### src/pwrflt_pkg.sv
package pwrflt_pkg;

  localparam int unsigned CLK_HZ        = 20_000_000;
  localparam int unsigned TEMP_W        = 8;
  localparam int unsigned SYNC_W        = 14;
  // Temperatures in degrees Celsius
  localparam logic [7:0]  TEMP_WARN_C   = 8'h7d;
  localparam logic [7:0]  TEMP_ERR_C    = 8'h9b;
  localparam logic [7:0]  TEMP_HYST_C   = 8'h19;
  // Sync stage reset: resets asserted, supplies reported low
  localparam logic [13:0] SYNC_RST      = 14'h0c00;
  localparam int unsigned SYNC_RST1_BIT = 8;
  localparam int unsigned SYNC_RST2_BIT = 9;
  localparam int unsigned SYNC_GUV_BIT  = 10;
  localparam int unsigned SYNC_CUV_BIT  = 11;
  localparam int unsigned SYNC_OL_LSB   = 12;

  // Overload recovery wait
  localparam int unsigned OLP_WAIT_MS   = 1000;
  localparam int unsigned OLP_WAIT_CYC  = CLK_HZ / 1000 * OLP_WAIT_MS;
  localparam int unsigned CNT_W         = 25;
  // Recovery reset pulse, in microseconds
  localparam int unsigned RST_PULSE_US  = 1;
  localparam int unsigned RST_PULSE_CYC = CLK_HZ / 1_000_000 * RST_PULSE_US;

  // Host register map (byte addresses)
  localparam logic [7:0]  REG_CTRL      = 8'h00;
  localparam logic [7:0]  REG_STATUS    = 8'h04;
  localparam logic [7:0]  REG_EVENTS    = 8'h08;
  localparam int unsigned CTRL_REL1_BIT = 0;
  localparam int unsigned CTRL_REL2_BIT = 1;
  localparam int unsigned CTRL_AUTO_BIT = 2;
  localparam logic [2:0]  CTRL_RST      = 3'h0;
  localparam int unsigned EVT_SD_BIT    = 0;
  localparam int unsigned EVT_OTW_BIT   = 1;
  localparam logic [1:0]  EVT_RST       = 2'h0;

  typedef enum logic [1:0] {
    PWRFLT_RUN   = 2'b00,
    PWRFLT_WAIT  = 2'b01,
    PWRFLT_READY = 2'b10,
    PWRFLT_PULSE = 2'b11
  } pwrflt_state_e;

endpackage

### src/pwrflt_if.sv
interface pwrflt_if;
  logic reset_pair_first_n;
  logic reset_pair_second_n;
  logic sd_o;
  logic sd_oe;
  logic otw_o;
  logic otw_oe;
  logic shutdown_flag_n;
  logic overtemp_warning_n;

  // Open-drain wires with pull-ups: low only while driven low
  assign shutdown_flag_n    = !(sd_oe && !sd_o);
  assign overtemp_warning_n = !(otw_oe && !otw_o);

  modport dev (
    input  reset_pair_first_n,
    input  reset_pair_second_n,
    output sd_o,
    output sd_oe,
    output otw_o,
    output otw_oe,
    input  shutdown_flag_n,
    input  overtemp_warning_n
  );

  modport host (
    output reset_pair_first_n,
    output reset_pair_second_n,
    input  shutdown_flag_n,
    input  overtemp_warning_n
  );
endinterface

### src/pwrflt_dev.sv
module pwrflt_dev (
  input  wire logic       sys_clk,
  input  wire logic       srst,
  pwrflt_if.dev           link,
  input  wire logic       gate_drive_uv,
  input  wire logic       common_uv,
  input  wire logic [7:0] junction_temp_c,
  input  wire logic [1:0] overload_det,
  input  wire logic       se_mode,
  output logic      [3:0] hb_hiz,
  output logic      [3:0] hb_pulldown,
  output logic            overtemp_error,
  output logic      [1:0] overload_fault
);

  logic [13:0] raw;
  logic [13:0] s1_q;
  logic [13:0] s2_q;
  logic [7:0]  temp_prev_q;
  logic [7:0]  temp_q;
  logic [7:0]  temp_d;
  logic [1:0]  rst_prev_q;
  logic        ote_q;
  logic        ote_d;
  logic [1:0]  ol_q;
  logic [1:0]  ol_d;
  logic [3:0]  hiz_q;
  logic [3:0]  hiz_d;
  logic [3:0]  pd_q;
  logic [3:0]  pd_d;
  logic        sd_oe_q;
  logic        sd_oe_d;
  logic        otw_oe_q;
  logic        otw_oe_d;
  logic        flag_lvl_q;

  wire [7:0] temp_s   = s2_q[7:0];
  wire [1:0] rst_s    = {s2_q[pwrflt_pkg::SYNC_RST2_BIT],
                         s2_q[pwrflt_pkg::SYNC_RST1_BIT]};
  wire       guv_s    = s2_q[pwrflt_pkg::SYNC_GUV_BIT];
  wire       cuv_s    = s2_q[pwrflt_pkg::SYNC_CUV_BIT];
  wire [1:0] ovl_s    = s2_q[pwrflt_pkg::SYNC_OL_LSB +: 2];

  assign raw = {overload_det, common_uv, gate_drive_uv,
                link.reset_pair_second_n, link.reset_pair_first_n,
                junction_temp_c};

  genvar gi;
  generate
    for (gi = 0; gi < pwrflt_pkg::SYNC_W; gi++) begin : g_sync
      always_ff @(posedge sys_clk) begin
        if (srst) begin
          s1_q[gi] <= pwrflt_pkg::SYNC_RST[gi];
          s2_q[gi] <= pwrflt_pkg::SYNC_RST[gi];
        end else begin
          s1_q[gi] <= raw[gi];
          s2_q[gi] <= s1_q[gi];
        end
      end
    end
  endgenerate

  // Temperature word taken only when two samples agree
  // Bits of a changing word may land in different cycles
  assign temp_d = (temp_s == temp_prev_q) ? temp_s : temp_q;

  wire supply_ok  = !guv_s && !cuv_s;
  wire warn_hot   = temp_q > pwrflt_pkg::TEMP_WARN_C;
  wire err_hot    = temp_q > pwrflt_pkg::TEMP_ERR_C;
  wire err_cool   = temp_q <= (pwrflt_pkg::TEMP_ERR_C -
                               pwrflt_pkg::TEMP_HYST_C);
  wire both_rst   = !rst_s[0] && !rst_s[1];
  wire any_rst    = !rst_s[0] || !rst_s[1];
  wire [1:0] rise = rst_s & ~rst_prev_q;
  wire any_rise   = |rise;

  // Error latch, clear needs both resets and cooling
  // A new over-temperature in the clearing cycle keeps it set
  assign ote_d = err_hot ? 1'b1 :
                 (both_rst && err_cool) ? 1'b0 : ote_q;

  // Per-pair overload latch
  // Supply loss also clears it, ahead of detection; detection wins over a reset-rise clear
  generate
    for (gi = 0; gi < 2; gi++) begin : g_ol
      assign ol_d[gi] = !supply_ok ? 1'b0 :
                        ovl_s[gi] ? 1'b1 :
                        any_rise ? 1'b0 : ol_q[gi];
    end
  endgenerate

  wire fault_d = !supply_ok || ote_d || (|ol_d);

  // Shutdown flag driven low on fault unless reset
  assign sd_oe_d  = fault_d && !any_rst;
  // Warning low when hot, and with a latched error
  assign otw_oe_d = warn_hot || ote_d;

  generate
    for (gi = 0; gi < 4; gi++) begin : g_hb
      assign hiz_d[gi] = !supply_ok || ote_d || ol_d[gi / 2] ||
                         !rst_s[gi / 2];
      assign pd_d[gi]  = !rst_s[gi / 2] && !se_mode;
    end
  endgenerate

  always_ff @(posedge sys_clk) begin
    if (srst) begin
      temp_prev_q <= 8'h00;
      temp_q      <= 8'h00;
      rst_prev_q  <= 2'h0;
      ote_q       <= 1'b0;
      ol_q        <= 2'h0;
    end else begin
      temp_prev_q <= temp_s;
      temp_q      <= temp_d;
      rst_prev_q  <= rst_s;
      ote_q       <= ote_d;
      ol_q        <= ol_d;
    end
  end

  // Outputs start safe: all bridges Hi-Z, flags released
  always_ff @(posedge sys_clk) begin
    if (srst) begin
      hiz_q      <= 4'hf;
      pd_q       <= 4'h0;
      sd_oe_q    <= 1'b0;
      otw_oe_q   <= 1'b0;
      flag_lvl_q <= 1'b0;
    end else begin
      hiz_q      <= hiz_d;
      pd_q       <= pd_d;
      sd_oe_q    <= sd_oe_d;
      otw_oe_q   <= otw_oe_d;
      flag_lvl_q <= 1'b0;
    end
  end

  // Open drain: data is always low, only enable moves
  assign link.sd_o     = flag_lvl_q;
  assign link.otw_o    = flag_lvl_q;
  assign link.sd_oe    = sd_oe_q;
  assign link.otw_oe   = otw_oe_q;
  assign hb_hiz        = hiz_q;
  assign hb_pulldown   = pd_q;
  assign overtemp_error = ote_q;
  assign overload_fault = ol_q;

endmodule

### src/flat_wrapper.sv
// flat-port wrapper written by rule: the top's interface ports become plain ports
module pwrflt_dev_flat 
  (sys_clk, srst, gate_drive_uv, common_uv, junction_temp_c, overload_det, se_mode, hb_hiz, hb_pulldown, overtemp_error, overload_fault, link_reset_pair_first_n, link_reset_pair_second_n, link_sd_o, link_sd_oe, link_otw_o, link_otw_oe);
  pwrflt_if link_i ();
  input  wire logic sys_clk;
  input  wire logic srst;
  input  wire logic gate_drive_uv;
  input  wire logic common_uv;
  input  wire logic [7:0] junction_temp_c;
  input  wire logic [1:0] overload_det;
  input  wire logic se_mode;
  output logic      [3:0] hb_hiz;
  output logic      [3:0] hb_pulldown;
  output logic overtemp_error;
  output logic      [1:0] overload_fault;
  input wire logic [$bits(link_i.reset_pair_first_n)-1:0] link_reset_pair_first_n;
  input wire logic [$bits(link_i.reset_pair_second_n)-1:0] link_reset_pair_second_n;
  output wire logic [$bits(link_i.sd_o)-1:0] link_sd_o;
  output wire logic [$bits(link_i.sd_oe)-1:0] link_sd_oe;
  output wire logic [$bits(link_i.otw_o)-1:0] link_otw_o;
  output wire logic [$bits(link_i.otw_oe)-1:0] link_otw_oe;
  assign link_i.reset_pair_first_n = link_reset_pair_first_n;
  assign link_i.reset_pair_second_n = link_reset_pair_second_n;
  assign link_sd_o = link_i.sd_o;
  assign link_sd_oe = link_i.sd_oe;
  assign link_otw_o = link_i.otw_o;
  assign link_otw_oe = link_i.otw_oe;
  pwrflt_dev u_core (.sys_clk(sys_clk), .srst(srst), .link(link_i), .gate_drive_uv(gate_drive_uv), .common_uv(common_uv), .junction_temp_c(junction_temp_c), .overload_det(overload_det), .se_mode(se_mode), .hb_hiz(hb_hiz), .hb_pulldown(hb_pulldown), .overtemp_error(overtemp_error), .overload_fault(overload_fault));
endmodule
### config.mk
export PLATFORM = sky130hd
export DESIGN_NAME = pwrflt_dev_flat
export DESIGN_NICKNAME = d
export VERILOG_FILES = /design/src/pwrflt_pkg.sv /design/src/pwrflt_if.sv /design/src/pwrflt_dev.sv /design/src/flat_wrapper.sv
export SDC_FILE = /design/constraint.sdc
export NUM_CORES = 1
export LEC_CHECK = 0
export BUFFER_PORTS_ARGS = -buffer_cell sky130_fd_sc_hd__buf_2
export CAP_MARGIN = 0
export CELL_PAD_IN_SITES_DETAIL_PLACEMENT = 0
export CELL_PAD_IN_SITES_GLOBAL_PLACEMENT = 2
export CORE_MARGIN = 2
export CORE_UTILIZATION = 25
export DETAILED_ROUTE_END_ITERATION = 12
export HOLD_SLACK_MARGIN = 0.08
export PLACE_DENSITY_LB_ADDON = 0.1
export SYNTH_ARGS = -nofsm -noshare
export SYNTH_HDL_FRONTEND = slang
export SYNTH_SLANG_ARGS = --single-unit
### constraint.sdc
create_clock -name sys_clk -period 3.4 [get_ports sys_clk]
set_clock_uncertainty 0.05 [all_clocks]
set_input_delay 0 -clock sys_clk [delete_from_list [all_inputs] [get_ports sys_clk]]
set_output_delay 0 -clock sys_clk [all_outputs]
set_load 0.02 [all_outputs]
==> impl_metrics.json <==
{
  "synth.area.mux_share_pct": 5.067,
  "numCtsBuffers": 5,
  "min_path_type": "input port to flip-flop",
  "final_common_cell": "dfxtp_1",
  "htree_levels": 2,
  "insertion_delay_ns": 0.30,
  "finalSetupTns_ns": 0,
  "hp-start": "srst",
  "critPathMaxFanout": 8,
  "routed_via_density": 3.770,
  "grt_pass1_vias": 1095,
  "wl_per_cell_um": 9.730,
  "die_y_um": 88.33,
  "status": "complete, no violations",
  "hold_violations": 0,
  "fmax_ghz": 0.6489,
  "hold_buffers": 15,
  "antenna_cells": 0,
  "ant_nets": 0,
  "die_x_um": 88.33,
  "yosysTopAreaCellShare_pct": 61.93,
  "crit_type": "flip-flop to flip-flop",
  "port_buffers": 29,
  "firstDrtPassIters": 4,
  "drive_above_1_share_pct": 24.00,
  "r2r-end": "u_core.temp_q[1]",
  "synth.yosys.seq_area_share_pct": 61.93,
  "postSynthCellCount": 158,
  "critPathRequiredTime_ns": 3.54,
  "drc": 0,
  "grt_overflow": 0,
  "cts_tree": "yes",
  "cts_resized": 0,
  "synth_top_family_by_area": "simple AND/OR/NAND/NOR gates",
  "postSynthRegisterBits": 55,
  "reg2reg_slack_ns": 1.86,
  "vias": 1116,
  "cts.sinks": 55,
  "yosys-top-cells-area": "dfxtp_1, nor2b_1, mux2_2",
  "irDropWorstVdd_uv": 164.9,
  "wirelength_um": 2880,
  "p_leak_uw": 0.0009255,
  "post_cts_buffers": 0,
  "reg2reg_depth": 4,
  "crit_path_start_kind": "flip-flop",
  "start_util_pct": 26.03,
  "grt_pass1_wl_um": 4878,
  "grt.total_usage_pct": 8.219,
  "placementRows": 30,
  "syn_area_mm2": 0.001778,
  "hold_end": "u_core.overtemp_error",
  "worstPathArrival_ns": 1.68,
  "cts_root_buffer": "clkbuf_8",
  "whs_ns": 0.2620,
  "whs_path_depth": 2,
  "synth_area_per_cell_um2": 11.25,
  "end_kind": "flip-flop",
  "ff_latch_area_mm2": 0.001101,
  "drtIter0Drc": 37,
  "period_needed_ns": 1.541,
  "multi_input_area_um2": 605.6,
  "yosysTopAreaCell": "dfxtp_1",
  "antenna_found_initial": 0,
  "synthAdderAreaFrac_pct": 0,
  "synth_simple_gate_area_share_pct": 20.83,
  "nets": 216,
  "maxCapViolCount": 0,
  "ctsLongestPathBuffers": 2,
  "setup_viol": 0,
  "power.density_mw_per_mm2": 493.0,
  "max_slew_margin_pct": 41.54,
  "yosysUniqueCellTypes": 23,
  "tightest_slew_ns": 0.8769,
  "rsz0062_at_grt": "false",
  "die_area_mm2": 0.007802,
  "fillCellCount": 723,
  "fin_crit_sh_pct": 45.33,
  "ys.warnings.count": 0,
  "gp_congestion": 0.6957,
  "slew_viol_final": 0,
  "syn_to_final_growth_pct": 24.77,
  "synth-xor-area-share_pct": 3.941,
  "layout_common_cells": "dfxtp_1, nor2b_1, buf_2, dlygate4sd3_1",
  "path_clk_slew_ns": 0.09,
  "reg2reg_from": "u_core.s2_q[5]",
  "post-dp-hpwl_um": 1964,
  "grt_max_degree": 52,
  "io_pins": 32,
  "synth_compound_area_share_pct": 3.800,
  "core_mm2": 0.006832
}
==> worst max-delay path: stages (launching register included) <==
cell and delay (ns):
dfxtp_1 0.33, xor2_1 0.15, nor4_1 0.29, nand2_1 0.28, mux2_2 0.34
==> power breakdown <==
| part | internal, uW | leakage (uW) | switching [uW] |
|---|---|---|---|
| Sequential | 667 | 0.000451 | 9.51 |
| Combinational | 41.7 | 0.000433 | 34.3 |
| Clock | 144 | 0.0000412 | 197 |
| Total | 853 | 0.000925 | 241 |
==> per-stage QoR <==
stage	power (uW)	instances	util, %	setup slack, ns	instance area (um^2)
floorplan	737.5	159	-	2.024	1782
global placement	754.0	273	29.03	1.843	1983
detailed placement	755.7	273	29.03	1.848	1983
CTS	1114	296	32.47	1.827	2218
global route	1154	296	32.47	1.615	2218
finish	1094	296	32.47	1.859	2218
==> cell type report <==
class / count / share of cell area, %
Timing Repair Buffer: 44 / 13.31
Sequential cell: 55 / 49.63
Tap cell: 96 / 5.415
Multi-Input combinational cell: 90 / 27.30
Clock buffer: 6 / 3.271
Inverter: 3 / 0.5076
Clock inverter: 2 / 0.5640
==> sequential cells by signal, summed over array words and instances, names as in the netlist, 2 cells and up <==
name / cells
u_core.s1_q: 14
u_core.temp_q: 8
u_core.rst_prev_q: 2
u_core.hb_hiz: 2
u_core.rst_s: 2
u_core.s2_q: 8
u_core.overload_fault: 2
u_core.ovl_s: 2
u_core.hb_pulldown: 2
u_core.temp_prev_q: 8
==> Yosys cell counts <==
cell,n
a22oi_1,1
a2111oi_0,2
mux2_2,8
o22ai_1,1
nand3_1,1
inv_1,3
a21oi_1,2
nand4_1,2
clkbuf_1,5
o21ai_0,1
nand2_1,3
nor2_1,2
nor4_1,2
nor3_1,3
a31oi_1,2
conb_1,1
nor2b_1,44
a311oi_1,1
or2_2,4
buf_4,6
and3_1,1
dfxtp_1,55
xor2_1,8
==> cells by family (layout without fill, tap and decap cells) <==
kind of cell	after synthesis	in the layout
buffers and inverters	14	55
flip-flops	55	55
XOR/XNOR	8	8
AND/OR/NAND/NOR	62	62
other	1	2
AO/OA/AOI/OAI	10	10
multiplexers	8	8
==> worst max-delay path by stage <==
stage                          from                end  slack, ns
floorplan            u_core.s2_q[5]   u_core.temp_q[0]       2.02
global placement    u_core.rst_s[1]  u_core.link.sd_oe       1.84
detailed placement   u_core.s2_q[5]   u_core.temp_q[5]       1.85
CTS                  u_core.s2_q[5]   u_core.temp_q[5]       1.83
global route        u_core.rst_s[1]  u_core.link.sd_oe       1.61
finish               u_core.s2_q[5]   u_core.temp_q[1]       1.86
==> layer usage <==
layer  track usage, %  up-vias  routed length, um  share of wire, %
met3            3.172        5                162               5.6
met1            10.32      498               1477                51
met4            3.719        0                 40               1.4
met2            12.51       30               1200                42
li1                 -      583                  -                 -
met5                0        -                  0                 0
No activity file was read; power rests on OpenSTA's default activity.
